<file path="src/core/sqr_pkg.sv">
// Constants shared by the soft bandwidth regulator block: register map, field layout,
// reset values and the fixed-point format of the rate accumulator.
// Assumes a 32-bit APB register port and 4-bit QoS values.
package sqr_pkg;

   // ==========================================================================
   // Register byte offsets.
   localparam logic [11:0] OFF_CTRL     = 12'h000;
   localparam logic [11:0] OFF_RD_REPL  = 12'h004;
   localparam logic [11:0] OFF_WR_REPL  = 12'h008;
   localparam logic [11:0] OFF_RD_CFG   = 12'h00C;
   localparam logic [11:0] OFF_WR_CFG   = 12'h010;
   localparam logic [11:0] OFF_COMB_CFG = 12'h014;
   localparam logic [11:0] OFF_STATUS   = 12'h018;

   // ==========================================================================
   // Control register bit positions.
   localparam int unsigned CTRL_FORCE   = 0;
   localparam int unsigned CTRL_RD_EN   = 1;
   localparam int unsigned CTRL_WR_EN   = 2;
   localparam int unsigned CTRL_COMB_EN = 3;
   localparam int unsigned CTRL_W       = 4;

   // ==========================================================================
   // Soft regulator configuration word layout.
   localparam int unsigned OVS_LSB  = 28;
   localparam int unsigned OVS_W    = 4;
   localparam int unsigned BUR_LSB  = 14;
   localparam int unsigned BUR_W    = 14;
   localparam int unsigned AVG_LSB  = 8;
   localparam int unsigned AVG_W    = 6;
   localparam int unsigned FLO_LSB  = 4;
   localparam int unsigned CEIL_LSB = 0;
   localparam int unsigned QOS_W    = 4;

   // ==========================================================================
   // Status register field positions.
   localparam int unsigned ST_RD_LSB   = 0;
   localparam int unsigned ST_WR_LSB   = 4;
   localparam int unsigned ST_COMB_LSB = 8;
   localparam int unsigned ST_OOS_LSB  = 12;

   // ==========================================================================
   // Reset values and accumulator format.
   localparam logic [31:0]      CTRL_RST = 32'h0000_0000;
   localparam logic [31:0]      CFG_RST  = 32'h0000_000F;
   localparam logic [QOS_W-1:0] REPL_RST = 4'h0;
   localparam logic [QOS_W-1:0] QOS_RST  = 4'h0;
   localparam int unsigned      FRAC_W   = 6;

endpackage : sqr_pkg

</file>
<file path="src/core/sqr_soft_regulator.sv">
// One soft bandwidth regulator: a fixed-point beat accumulator and the QoS it implies.
// Assumes beats of one cycle arrive on beats; the regulator never holds traffic back.
`timescale 1ns/1ps
module sqr_soft_regulator #(
   parameter int unsigned BEAT_W = 10,
   parameter int unsigned ACC_W  = 24
) (
   input  wire logic              clk,
   input  wire logic              sys_rst,
   input  wire logic              enable,
   input  wire logic [31:0]       cfg,
   input  wire logic [BEAT_W-1:0] beats,
   output logic      [3:0]        regulated_qos_out,
   output logic                   out_of_spec
);

   logic [ACC_W-1:0] acc_q;
   logic [ACC_W-1:0] acc_d;
   logic [ACC_W:0]   sum;
   logic [ACC_W-1:0] limit;
   logic [ACC_W-1:0] excess;
   logic [ACC_W-1:0] overspend_step;
   logic [3:0]       qos_ceiling;
   logic [3:0]       qos_floor;
   logic [3:0]       lowered;

   assign qos_ceiling = cfg[sqr_pkg::CEIL_LSB +: sqr_pkg::QOS_W];
   assign qos_floor   = cfg[sqr_pkg::FLO_LSB +: sqr_pkg::QOS_W];
   assign limit = ACC_W'(cfg[sqr_pkg::BUR_LSB +: sqr_pkg::BUR_W]) << sqr_pkg::FRAC_W;

   // ==========================================================================
   // Accumulator: add incoming beats, drain the average rate, never below zero.
   always_comb begin
      sum = (ACC_W+1)'(beats) << sqr_pkg::FRAC_W;
      sum = sum + {1'b0, acc_q};
      if (sum < (ACC_W+1)'(cfg[sqr_pkg::AVG_LSB +: sqr_pkg::AVG_W])) begin
         acc_d = '0;
      end else begin
         sum = sum - (ACC_W+1)'(cfg[sqr_pkg::AVG_LSB +: sqr_pkg::AVG_W]);
         acc_d = sum[ACC_W] ? '1 : sum[ACC_W-1:0];
      end
   end

   always_ff @(posedge clk) begin
      if (sys_rst || !enable) begin
         acc_q <= '0;
      end else begin
         acc_q <= acc_d;
      end
   end

   // ==========================================================================
   // QoS from the overspend: whole excess beats shifted down by the exponent.
   always_comb begin
      out_of_spec    = acc_q > limit;
      excess         = (acc_q - limit) >> sqr_pkg::FRAC_W;
      overspend_step = excess >> cfg[sqr_pkg::OVS_LSB +: sqr_pkg::OVS_W];
      if (overspend_step >= ACC_W'(qos_ceiling)) begin
         lowered = 4'h0;
      end else begin
         lowered = qos_ceiling - overspend_step[3:0];
      end
      if (!out_of_spec) begin
         regulated_qos_out = qos_ceiling;
      end else if (lowered < qos_floor) begin
         regulated_qos_out = qos_floor;
      end else begin
         regulated_qos_out = lowered;
      end
   end

endmodule : sqr_soft_regulator

</file>
<file path="src/core/sqr_qos_select.sv">
// Final QoS selector for one address channel.
// Assumes the regulator values are already the ceiling when their regulator is disabled.
`timescale 1ns/1ps
module sqr_qos_select (
   input  wire logic       indiv_en,
   input  wire logic       comb_en,
   input  wire logic [3:0] indiv_qos,
   input  wire logic [3:0] comb_qos,
   input  wire logic       force_on,
   input  wire logic [3:0] replacement,
   input  wire logic [3:0] axi_qos,
   output logic      [3:0] final_qos
);

   always_comb begin
      if (indiv_en && comb_en) begin
         final_qos = (comb_qos < indiv_qos) ? comb_qos : indiv_qos;
      end else if (comb_en) begin
         final_qos = comb_qos;
      end else if (indiv_en) begin
         final_qos = indiv_qos;
      end else if (force_on) begin
         final_qos = replacement;
      end else begin
         final_qos = axi_qos;
      end
   end

endmodule : sqr_qos_select

</file>
<file path="src/core/sqr_ingress_qos.sv">
// Ingress port QoS logic: three soft rate regulators, replacement QoS values,
// final QoS selection per address channel and an APB register slave.
// Assumes all inputs are synchronous to clk; transfer beats are reported by the port.
//
// Behaviour
// - Regulators never stall traffic; they only substitute a lowered QoS value.
// - QoS is lowered in proportion to the channel's excess bandwidth.
// - Within allocation the regulated QoS equals the programmed ceiling.
// - Out of spec when accumulated beats exceed rate times cycles plus burst.
// - Excess beats shifted right by the exponent are subtracted from the ceiling.
// - Regulated QoS never below floor, and recovers as the accumulator drains.
// - The AXI port has read, write and combined regulators.
// - The AHB port uses only the combined regulator.
// - Exponent in bits 31:28, burst allowance in bits 27:14.
// - Average rate in bits 13:8, floor in 7:4, ceiling in 3:0.
// - Read, write and combined regulators each have their own configuration word.
// - Separate replacement QoS values for read and write address channels.
// - Replacement applies when forced and no regulator is enabled.
// - With regulators on, the lower of combined and individual QoS wins.
// - Regulators off: forced gives replacement, otherwise incoming QoS passes.
// - Each cycle the accumulator adds beats and subtracts the average rate.
// - The combined regulator counts read and write beats together.
`timescale 1ns/1ps
module sqr_ingress_qos #(
   parameter bit          IS_AHB = 1'b0,
   parameter int unsigned BEAT_W = 9,
   parameter int unsigned ACC_W  = 24
) (
   input  wire logic              clk,
   input  wire logic              sys_rst,
   // APB register port.
   input  wire logic              psel,
   input  wire logic              penable,
   input  wire logic              pwrite,
   input  wire logic [11:0]       paddr,
   input  wire logic [31:0]       pwdata,
   output logic                   pready,
   output logic      [31:0]       prdata,
   output logic                   pslverr,
   // Priority force pin.
   input  wire logic              external_priority_force_in,
   // Read address channel.
   input  wire logic              rd_xfer_valid,
   input  wire logic [BEAT_W-1:0] rd_xfer_beats,
   input  wire logic [3:0]        ar_qos_in,
   output logic      [3:0]        ar_qos_out,
   // Write address channel.
   input  wire logic              wr_xfer_valid,
   input  wire logic [BEAT_W-1:0] wr_xfer_beats,
   input  wire logic [3:0]        aw_qos_in,
   output logic      [3:0]        aw_qos_out
);

   // ==========================================================================
   // Register storage.
   logic [sqr_pkg::CTRL_W-1:0] ctrl_q;
   logic [3:0]                 read_priority_replacement_q;
   logic [3:0]                 write_priority_replacement_q;
   logic [31:0]                read_soft_regulator_cfg_q;
   logic [31:0]                write_soft_regulator_cfg_q;
   logic [31:0]                combined_soft_regulator_cfg_q;

   // ==========================================================================
   // APB slave state.
   logic        pready_q;
   logic [31:0] prdata_q;
   logic        pslverr_q;
   logic        access;
   logic        commit;
   logic        wr_commit;
   logic        addr_hit;
   logic [31:0] rd_word;

   // ==========================================================================
   // Regulator and selection signals.
   logic              software_priority_force_bit;
   logic              force_on;
   logic              rd_en;
   logic              wr_en;
   logic              comb_en;
   logic [BEAT_W-1:0] rd_beats;
   logic [BEAT_W-1:0] wr_beats;
   logic [BEAT_W:0]   comb_beats;
   logic [3:0]        rd_qos;
   logic [3:0]        wr_qos;
   logic [3:0]        comb_qos;
   logic              rd_oos;
   logic              wr_oos;
   logic              comb_oos;
   logic [3:0]        rd_indiv_qos;
   logic [3:0]        wr_indiv_qos;
   logic [3:0]        comb_sel_qos;
   logic [3:0]        ar_final;
   logic [3:0]        aw_final;
   logic [3:0]        ar_qos_out_q;
   logic [3:0]        aw_qos_out_q;

   assign pready     = pready_q;
   assign prdata     = prdata_q;
   assign pslverr    = pslverr_q;
   assign ar_qos_out = ar_qos_out_q;
   assign aw_qos_out = aw_qos_out_q;

   // ==========================================================================
   // APB decode. The access phase takes one wait state so that pready, prdata
   // and pslverr all come straight from flip-flops.
   assign access    = psel && penable;
   assign commit    = access && pready_q;
   assign wr_commit = commit && pwrite && addr_hit;

   always_comb begin
      addr_hit = 1'b1;
      rd_word  = 32'h0000_0000;
      case (paddr)
         sqr_pkg::OFF_CTRL: begin
            rd_word[sqr_pkg::CTRL_W-1:0] = ctrl_q;
         end
         sqr_pkg::OFF_RD_REPL: begin
            rd_word[3:0] = read_priority_replacement_q;
         end
         sqr_pkg::OFF_WR_REPL: begin
            rd_word[3:0] = write_priority_replacement_q;
         end
         sqr_pkg::OFF_RD_CFG: begin
            rd_word = read_soft_regulator_cfg_q;
         end
         sqr_pkg::OFF_WR_CFG: begin
            rd_word = write_soft_regulator_cfg_q;
         end
         sqr_pkg::OFF_COMB_CFG: begin
            rd_word = combined_soft_regulator_cfg_q;
         end
         sqr_pkg::OFF_STATUS: begin
            rd_word[sqr_pkg::ST_RD_LSB +: 4]   = rd_qos;
            rd_word[sqr_pkg::ST_WR_LSB +: 4]   = wr_qos;
            rd_word[sqr_pkg::ST_COMB_LSB +: 4] = comb_qos;
            rd_word[sqr_pkg::ST_OOS_LSB +: 3]  = {comb_oos, wr_oos, rd_oos};
         end
         default: begin
            addr_hit = 1'b0;
         end
      endcase
   end

   // Handshake: pready rises after the first access cycle and drops after the commit.
   always_ff @(posedge clk) begin
      if (sys_rst) begin
         pready_q  <= 1'b0;
         prdata_q  <= 32'h0000_0000;
         pslverr_q <= 1'b0;
      end else if (access && !pready_q) begin
         pready_q  <= 1'b1;
         prdata_q  <= pwrite ? 32'h0000_0000 : rd_word;
         pslverr_q <= !addr_hit || (pwrite && paddr == sqr_pkg::OFF_STATUS);
      end else begin
         pready_q  <= 1'b0;
         prdata_q  <= 32'h0000_0000;
         pslverr_q <= 1'b0;
      end
   end

   // ==========================================================================
   // Control register: force bit and the three regulator enables.
   always_ff @(posedge clk) begin
      if (sys_rst) begin
         ctrl_q <= sqr_pkg::CTRL_RST[sqr_pkg::CTRL_W-1:0];
      end else if (wr_commit && paddr == sqr_pkg::OFF_CTRL) begin
         ctrl_q <= pwdata[sqr_pkg::CTRL_W-1:0];
      end
   end

   // Replacement QoS values, one per address channel.
   always_ff @(posedge clk) begin
      if (sys_rst) begin
         read_priority_replacement_q  <= sqr_pkg::REPL_RST;
         write_priority_replacement_q <= sqr_pkg::REPL_RST;
      end else if (wr_commit && paddr == sqr_pkg::OFF_RD_REPL) begin
         read_priority_replacement_q  <= pwdata[3:0];
      end else if (wr_commit && paddr == sqr_pkg::OFF_WR_REPL) begin
         write_priority_replacement_q <= pwdata[3:0];
      end
   end

   // Regulator configuration words, all with the same field layout.
   always_ff @(posedge clk) begin
      if (sys_rst) begin
         read_soft_regulator_cfg_q     <= sqr_pkg::CFG_RST;
         write_soft_regulator_cfg_q    <= sqr_pkg::CFG_RST;
         combined_soft_regulator_cfg_q <= sqr_pkg::CFG_RST;
      end else if (wr_commit && paddr == sqr_pkg::OFF_RD_CFG) begin
         read_soft_regulator_cfg_q     <= pwdata;
      end else if (wr_commit && paddr == sqr_pkg::OFF_WR_CFG) begin
         write_soft_regulator_cfg_q    <= pwdata;
      end else if (wr_commit && paddr == sqr_pkg::OFF_COMB_CFG) begin
         combined_soft_regulator_cfg_q <= pwdata;
      end
   end

   // ==========================================================================
   // Enables. An AHB port has one channel, so only the combined regulator runs.
   assign software_priority_force_bit = ctrl_q[sqr_pkg::CTRL_FORCE];
   assign force_on = external_priority_force_in || software_priority_force_bit;
   assign rd_en    = !IS_AHB && ctrl_q[sqr_pkg::CTRL_RD_EN];
   assign wr_en    = !IS_AHB && ctrl_q[sqr_pkg::CTRL_WR_EN];
   assign comb_en  = ctrl_q[sqr_pkg::CTRL_COMB_EN];

   // Beats reach the regulators only; there is no ready toward the master.
   assign rd_beats   = rd_xfer_valid ? rd_xfer_beats : '0;
   assign wr_beats   = wr_xfer_valid ? wr_xfer_beats : '0;
   assign comb_beats = {1'b0, rd_beats} + {1'b0, wr_beats};

   // ==========================================================================
   // The three regulators.
   sqr_soft_regulator #(
      .BEAT_W (BEAT_W),
      .ACC_W  (ACC_W)
   ) u_rd_reg (
      .clk               (clk),
      .sys_rst           (sys_rst),
      .enable            (rd_en),
      .cfg               (read_soft_regulator_cfg_q),
      .beats             (rd_beats),
      .regulated_qos_out (rd_qos),
      .out_of_spec       (rd_oos)
   );

   sqr_soft_regulator #(
      .BEAT_W (BEAT_W),
      .ACC_W  (ACC_W)
   ) u_wr_reg (
      .clk               (clk),
      .sys_rst           (sys_rst),
      .enable            (wr_en),
      .cfg               (write_soft_regulator_cfg_q),
      .beats             (wr_beats),
      .regulated_qos_out (wr_qos),
      .out_of_spec       (wr_oos)
   );

   sqr_soft_regulator #(
      .BEAT_W (BEAT_W + 1),
      .ACC_W  (ACC_W)
   ) u_comb_reg (
      .clk               (clk),
      .sys_rst           (sys_rst),
      .enable            (comb_en),
      .cfg               (combined_soft_regulator_cfg_q),
      .beats             (comb_beats),
      .regulated_qos_out (comb_qos),
      .out_of_spec       (comb_oos)
   );

   // ==========================================================================
   // Final selection per address channel, registered toward the network.
   assign rd_indiv_qos = rd_qos;
   assign wr_indiv_qos = wr_qos;
   assign comb_sel_qos = comb_qos;

   sqr_qos_select u_ar_sel (
      .indiv_en    (rd_en),
      .comb_en     (comb_en),
      .indiv_qos   (rd_indiv_qos),
      .comb_qos    (comb_sel_qos),
      .force_on    (force_on),
      .replacement (read_priority_replacement_q),
      .axi_qos     (ar_qos_in),
      .final_qos   (ar_final)
   );

   sqr_qos_select u_aw_sel (
      .indiv_en    (wr_en),
      .comb_en     (comb_en),
      .indiv_qos   (wr_indiv_qos),
      .comb_qos    (comb_sel_qos),
      .force_on    (force_on),
      .replacement (write_priority_replacement_q),
      .axi_qos     (aw_qos_in),
      .final_qos   (aw_final)
   );

   always_ff @(posedge clk) begin
      if (sys_rst) begin
         ar_qos_out_q <= sqr_pkg::QOS_RST;
         aw_qos_out_q <= sqr_pkg::QOS_RST;
      end else begin
         ar_qos_out_q <= ar_final;
         aw_qos_out_q <= aw_final;
      end
   end

endmodule : sqr_ingress_qos

</file>
<file path="config.mk">
export PLATFORM = sky130hd
export DESIGN_NAME = sqr_ingress_qos
export DESIGN_NICKNAME = d
export VERILOG_FILES = /design/src/core/sqr_pkg.sv /design/src/core/sqr_soft_regulator.sv /design/src/core/sqr_qos_select.sv /design/src/core/sqr_ingress_qos.sv
export SDC_FILE = /design/constraint.sdc
export NUM_CORES = 1
export LEC_CHECK = 0
export BUFFER_PORTS_ARGS = -buffer_cell sky130_fd_sc_hd__buf_2
export CELL_PAD_IN_SITES_DETAIL_PLACEMENT = 1
export CELL_PAD_IN_SITES_GLOBAL_PLACEMENT = 1
export CORE_MARGIN = 3
export CORE_UTILIZATION = 30
export CTS_CLUSTER_DIAMETER = 120
export DETAILED_ROUTE_END_ITERATION = 6
export HOLD_SLACK_MARGIN = 0.08
export PLACE_DENSITY_LB_ADDON = 0.25
export SLEW_MARGIN = 10
export SYNTH_ARGS = -nofsm -noshare
export SYNTH_HDL_FRONTEND = slang
export SYNTH_SLANG_ARGS = --single-unit
</file>
<file path="constraint.sdc">
create_clock -name clk -period 7 [get_ports clk]
set_input_delay 0.7 -clock clk [delete_from_list [all_inputs] [get_ports clk]]
set_output_delay 0.7 -clock clk [all_outputs]
set_load 0.005 [all_outputs]
</file>
==> out/qor.csv, run 1 <==
stage,metric,value,unit
run_status,status,finished with violations,
run_status,failing checks,design-rule violations,
clock_tree,"Reg clk slew, reported paths",0.06,ns
sta,final setup vio count,0,
setup_path,slowest CP cell,mux4_2,
floorplanning,Core Rows,91,
setup_path,Worst Setup Start Kind,register,
synth,"top cells by area, synth","dfxtp_1, ha_1, a21oi_1, nand2_1, nor2_1",
power,Int Pwr,2.30,mW
drt,number of routed nets with antenna violations,0,
setup_path,reg-to-reg critical path endpoint,aw_qos_out[2],
drt,routed length per instance,22.0,um
sta,TNS Setup,0,ns
clock_tree,clk_lat worst skew,0.58,ns
sta,slew margin rel.,0.180,
final_layout,Filler Cell Count,7554,
floorplanning,initial core utilization,0.304,
synth,commonest cells in the netlist,"nand2_1, a21oi_1, dfxtp_1",
final_layout,Nets,2956,
synth,post-synth top area share,0.236,
sta,post-layout minimum cycle time,6.80,ns
drt,drt first pass iters,7,
global_routing,first-pass GRT wire length,120000,um
power,Pwr Density,132,nW/um^2
sta,fin crit share,0.971,
setup_path,Worst setup EP type,register,
synth,ys flop type,dfxtp_1,
synth,sequential-to-total area share from yosys stat,0.236,
power,combinational power share,0.054,
sta,Tightest Pin Transition,1.23,ns
drt,Via density,5.56,
clock_tree,Max Root-Sink Buffers,3,
sta,Worst Skew,0.0168,ns
floorplanning,total core area,61900,um^2
drt,drt drc,7,
power,Max VDD drop,132,uV
floorplanning,io pins,120,
setup_path,Critical Path Sink,aw_qos_out[2],
synth,largest area contributor in the netlist,dfxtp_1,
power,Clk pwr share,0.529,
setup_path,CP max stage delay,0.48,ns
global_routing,GRT overflow,0,
clock_tree,CTS root buf,clkbuf_16,
synth,"count leader, synth",nand2_1,
setup_path,CP most frequent cell,a21o_1,
global_routing,vias in the first global route,20600,
placement,global placement routability congestion,0.926,
sta,Peak Freq,147,MHz
global_routing,global-route usage over all layers,0.227,
global_routing,largest net degree at the start of global routing,70,
global_routing,met3 usage,0.0241,
setup_path,reg-to-reg startpoint,combined_soft_regulator_cfg_q[18],
floorplanning,DIE AREA,65800,um^2
synth,YS warnings,0,
synth,post-synthesis async set-or-reset flop share,0,
setup_path,Arrival @ worst endpoint,7.29,ns
setup_path,kind of critical path,register to register,
power,Sw Ratio,0.244,
drt,Total Wirelength,79100,um
setup_path,Worst Path Required,7.49,ns
setup_path,crit path max fanout,4,
final_layout,post-layout util,0.373,
floorplanning,Die Y,257,um
synth,syn avg cell area,7.36,um^2
power,sequential cell fraction of total power,0.416,
clock_tree,clk sinks,222,
clock_tree,CTS tree,done,
synth,Syn Inst Count,2561,
power,Leak,9.13,nW
global_routing,M1 GR Usage,0.294,
setup_path,R2R depth,33,
clock_tree,H-tree depth,1,
final_layout,area grow syn2layout,22.6,%
worst_hold_path,Hold Path Class,primary input to register,
sta,Final Hold Viols,0,
job,Max-Cap Viols,0,
floorplanning,Die Width,257,um
clock_tree,Post-CTS Hold Fix Bufs,0,
global_routing,met2 usage,0.395,
synth,"FF+latch count, synth",222,
drt,drt first-iter violations,1272,
placement,Post-DP HPWL,62000,um
global_routing,number of antenna violations at the first check in global routing,1,
synth,Post-Syn Nets,2788,
global_routing,GRT Max-Usage Layer,met2,
setup_path,Worst Setup SP,combined_soft_regulator_cfg_q[18],
placement,port bufs,119,
synth,Post-synth EDFFs,0,
drt,via count,20000,
synth,Netlist cell types,98,
sta,"Slew Viols, Final",0,
power,Psw,743,uW
setup_path,flop2flop setup slack,0.20,ns
final_layout,share of cells above drive strength 1,0.196,
clock_tree,TritonCTS Buffers,30,
synth,"Cell Area, Synth",18800,um^2
-- worst min path at each step --
stage,startpoint,end,slack (ns),depth (start not counted)
finish,pwdata[20],write_soft_regulator_cfg_q[20],0.38,3
detailed placement,write_soft_regulator_cfg_q[20],write_soft_regulator_cfg_q[20],0.47,2
floorplan,combined_soft_regulator_cfg_q[10],combined_soft_regulator_cfg_q[10],0.45,2
CTS,pwdata[20],write_soft_regulator_cfg_q[20],0.33,3
global placement,combined_soft_regulator_cfg_q[11],combined_soft_regulator_cfg_q[11],0.46,2
global route,pwdata[20],write_soft_regulator_cfg_q[20],0.36,3
-- cell families after synthesis --
kind of cell / count (synthesis) / synth area share
AOI/OAI and AO/OA: 776 / 0.274
xor gates and xnor gates: 127 / 0.0590
adders and majority gates: 149 / 0.104
buffers and inverters: 312 / 0.0634
DFF: 222 / 0.236
muxes: 53 / 0.0335
and+or+nand+nor: 922 / 0.230
-- worst max-delay path: cells and delay by family (launching register included) --
family                   cells  cell delay [ns]
AO/OA/AOI/OAI               18             3.21
AND/OR/NAND/NOR              6             1.16
adder cells (fa/ha/maj)      4             1.09
multiplexers                 1             0.48
buffers and inverters        4             0.41
flip-flops                   1             0.36
-- layer usage --
metal / up-vias / wire, um
li1: 9522 / -
met1: 9894 / 35300
met2: 439 / 38200
met3: 113 / 3170
met4: 0 / 2420
met5: - / 0
-- registers in the layout, indices dropped and copies added (netlist names), 24 cells and up --
register,count
combined_soft_regulator_cfg_q,32
u_rd_reg.acc_q,24
u_comb_reg.acc_q,24
u_wr_reg.acc_q,24
write_soft_regulator_cfg_q,32
read_soft_regulator_cfg_q,32
prdata,32
-- stage by stage --
step / area [um^2] / power, mW / hold slack (ns) / std cells / worst slack, ns
3_5_place_dp: 20900 / 1.46 / 0.469 / 3511 / -0.145
2_1_floorplan: 18800 / 1.39 / 0.449 / 2561 / 0.420
5_1_grt: 23100 / 3.14 / 0.364 / 3589 / -0.111
6_report: 23100 / 3.04 / 0.381 / 3589 / 0.200
3_3_place_gp: 20900 / 1.45 / 0.458 / 3511 / 0.163
4_1_cts: 22100 / 3.09 / 0.332 / 3566 / 0.00453
-- power groups by stage --
stage          Sequential, mW  Clock, mW  Combinational [mW]
3_3_place_gp             1.29          0               0.160
4_1_cts                  1.27       1.65               0.166
2_1_floorplan            1.29          0              0.0917
5_1_grt                  1.27       1.70               0.181
6_report                 1.27       1.61               0.166
3_5_place_dp             1.29          0               0.165
-- timing repair --
| item | in CTS | in global routing |
|---|---|---|
| gates resized for setup | 24 | 181 |
| buffers inserted | 1 | 22 |
| setup endpoints to repair | 6 | 8 |
| pin swaps | 1 | 48 |
-- final cells by class --
class,instances,area (um^2),area share
multi-input cells,2027,14200,0.614
flip-flops and latches,222,4450,0.193
repair buffers,260,1680,0.0728
well taps,837,1050,0.0453
clock buffers,45,918,0.0398
inverters,188,706,0.0305
clock inverters,9,106,0.00460
diodes,1,2.50,0.000108
-- cell usage in the layout, fill, tap and decap left out, types with 30 or more instances in the layout --
| cell | netlist | layout |
|---|---|---|
| nand2_1 | 336 | 333 |
| a21oi_1 | 291 | 264 |
| dfxtp_1 | 222 | 216 |
| nor2_1 | 203 | 196 |
| inv_1 | 186 | 178 |
| buf_4 | 0 | 140 |
| buf_2 | 19 | 118 |
| ha_1 | 136 | 101 |
| xnor2_1 | 81 | 79 |
| o21ai_0 | 90 | 78 |
| nand3_1 | 62 | 60 |
| nor3_1 | 67 | 58 |
| xor2_1 | 46 | 46 |
| and2_1 | 44 | 43 |
| a21o_1 | 42 | 41 |
| o211ai_1 | 36 | 36 |
| nand2b_1 | 37 | 35 |
| mux2i_1 | 36 | 34 |
| a222oi_1 | 31 | 31 |
| clkbuf_16 | 0 | 31 |
| a21oi_2 | 6 | 30 |
Note: power is estimated with default switching activity, not from simulation.
==> run 2: changes to the inputs <==
Settings changed: CTS_BUF_LIST set to sky130_fd_sc_hd__clkbuf_8 sky130_fd_sc_hd__clkbuf_16.
Clock period 7 ns to 6.2 ns, I/O delays scaled along.
==> run 2 against run 1 <==
  * The run ends with negative setup slack left
  * Highest routed layer is now met5
  * Register-to-register slack worse by 0.60 ns
  * Maximum frequency is 3.0% higher
  * Clock skew is 0.023 ns higher
  * Cell area is 14% higher
  * Wire length is 8.1% higher
  * Sequential power is 13% higher
  * Die area stayed put
  * Worst setup slack worse by 0.60 ns
  * Critical path depth is 2 lower
  * First-iteration DRC count is 13% lower
==> out/qor.csv, run 2 (same netlist as run 1, synthesis figures left out) <==
stage,metric,value,unit
drt,Total Wirelength,85500,um
floorplanning,DIE AREA,65800,um^2
final_layout,share of cells above drive strength 1,0.316,
floorplanning,total core area,61900,um^2
final_layout,post-layout util,0.425,
drt,via count,21600,
sta,worst setup margin,-0.399,ns
sta,final setup vio count,8,
global_routing,vias in the first global route,23000,
setup_path,Worst Setup SP,write_soft_regulator_cfg_q[17],
sta,slew margin rel.,0.264,
floorplanning,Die Y,257,um
final_layout,area grow syn2layout,39.8,%
placement,port bufs,119,
sta,RSZ-0062 raised after global routing,yes,
final_layout,post-route insts no fill,3968,
placement,placed cells,3851,
drt,drt first pass iters,7,
power,Clk pwr share,0.511,
global_routing,global-route usage over all layers,0.250,
sta,"Slew Viols, Final",0,
placement,global placement routability congestion,1.00,
final_layout,most frequent cells in the layout,"buf_4, nand2_1, a21oi_1, dfxtp_1, nor2_1",
job,Max-Cap Viols,0,
power,total power,3.30,mW
power,Psw,834,uW
floorplanning,initial core utilization,0.304,
power,Int Pwr,2.46,mW
clock_tree,CTS tree,done,
clock_tree,CTS root buf,clkbuf_16,
setup_path,reg-to-reg startpoint,write_soft_regulator_cfg_q[17],
final_layout,"commonest non-fill, non-tap cell in the layout",buf_4,
global_routing,first-pass GRT wire length,131000,um
setup_path,CP max stage delay,0.42,ns
final_layout,fin area,26300,um^2
setup_path,Worst setup EP type,register,
clock_tree,Max Root-Sink Buffers,3,
global_routing,GRT overflow,0,
run_status,failing checks,negative setup slack,
setup_path,kind of critical path,register to register,
setup_path,R2R depth,31,
setup_path,Worst Path Required,6.71,ns
sta,Final Hold Viols,0,
setup_path,Top delay family on crit path,compound AO/OA/AOI/OAI gates,
clock_tree,"Reg clk slew, reported paths",0.06,ns
clock_tree,TritonCTS Buffers,29,
setup_path,CP most frequent cell,ha_4,
run_status,status,finished with violations,
placement,placed cell areas,23600,um^2
worst_hold_path,worst hold stages,3,
sta,Worst Skew,0.0396,ns
floorplanning,io pins,120,
power,sequential cell fraction of total power,0.433,
final_layout,Filler Cell Count,7604,
sta,Peak Freq,152,MHz
power,Pwr Density,125,nW/um^2
setup_path,crit path max fanout,4,
setup_path,slowest CP cell,a221oi_4,
floorplanning,Die Width,257,um
drt,Via density,5.43,
setup_path,Buffers & Inverters on Critical Path,2,
clock_tree,clk_lat worst skew,0.60,ns
sta,Tightest Pin Transition,1.10,ns
clock_tree,H-tree depth,1,
setup_path,WP depth,31,
sta,fin crit share,1.06,
drt,number of routed nets with antenna violations,0,
drt,routed length per instance,21.5,um
power,Max VDD drop,189,uV
sta,hold slack,0.298,ns
global_routing,number of antenna violations at the first check in global routing,4,
power,Leak,11.1,nW
worst_hold_path,Hold Path Class,primary input to register,
power,combinational power share,0.056,
final_layout,Nets,3337,
global_routing,largest net degree at the start of global routing,55,
sta,post-layout minimum cycle time,6.60,ns
worst_hold_path,hold path startpoint,pwdata[5],
placement,Post-DP HPWL,67500,um
power,Sw Ratio,0.253,
sta,TNS Setup,-2.19,ns
drt,drt first-iter violations,1111,
clock_tree,clk sinks,222,
floorplanning,Core Rows,91,
drt,drt drc,0,
setup_path,Worst Setup Start Kind,register,
setup_path,Arrival @ worst endpoint,7.11,ns
placement,pre-CTS setup slack,-0.756,ns
## run 2: cell types whose count changed in the layout (fill, tap and decap cells not counted), sizes merged
cell and delta:
buf +382, clkbuf -10, inv +5, clkinv +3, bufinv -1
## run 2: final cells by class
class | count | area, um^2 | area share
diodes | 1 | 2.50 | 0.0000950
clock buffers | 35 | 808 | 0.0307
repair buffers | 642 | 4560 | 0.173
multi-input cells | 2027 | 14600 | 0.555
flip-flops and latches | 222 | 4480 | 0.170
clock inverters | 16 | 130 | 0.00494
inverters | 188 | 706 | 0.0268
well taps | 837 | 1050 | 0.0398
## run 2: power groups by stage
stage | combinational [mW] | clock [mW] | sequential (mW)
finish | 0.185 | 1.68 | 1.43
global route | 0.203 | 1.77 | 1.43
CTS | 0.185 | 1.71 | 1.43
detailed placement | 0.184 | 0 | 1.46
global placement | 0.179 | 0 | 1.46
floorplan | 0.104 | 0 | 1.46
## run 2: worst reg2reg max path, delay by kind of cell, from the launching register on
| family | cells | cell delay (ns) |
|---|---|---|
| AO/OA/AOI/OAI | 19 | 4.25 |
| adder cells (fa/ha/maj) | 4 | 0.87 |
| AND/OR/NAND/NOR | 6 | 0.80 |
| flip-flops | 1 | 0.35 |
| buffers and inverters | 2 | 0.23 |
## run 2: final timing paths
kind,end,slack [ns]
min reg2reg,combined_soft_regulator_cfg_q[6],0.47
max reg2reg,aw_qos_out[1],-0.40
max,aw_qos_out[1],-0.40
min,read_soft_regulator_cfg_q[5],0.30
## run 2: layer usage
metal / global-route usage / share of wire / up-vias
li1: - / - / 10300
met3: 0.0234 / 0.035 / 148
met1: 0.309 / 0.43 / 10700
met2: 0.455 / 0.50 / 435
met4: 0.0794 / 0.035 / 4
met5: 0 / 0.00026 / -
## run 2: timing repair
item                       4_1_cts  5_1_grt
setup buffers                   40       29
gates resized for setup        188       82
hold buffers                     0        0
setup endpoints to repair       12       17
pin swaps                      103       71
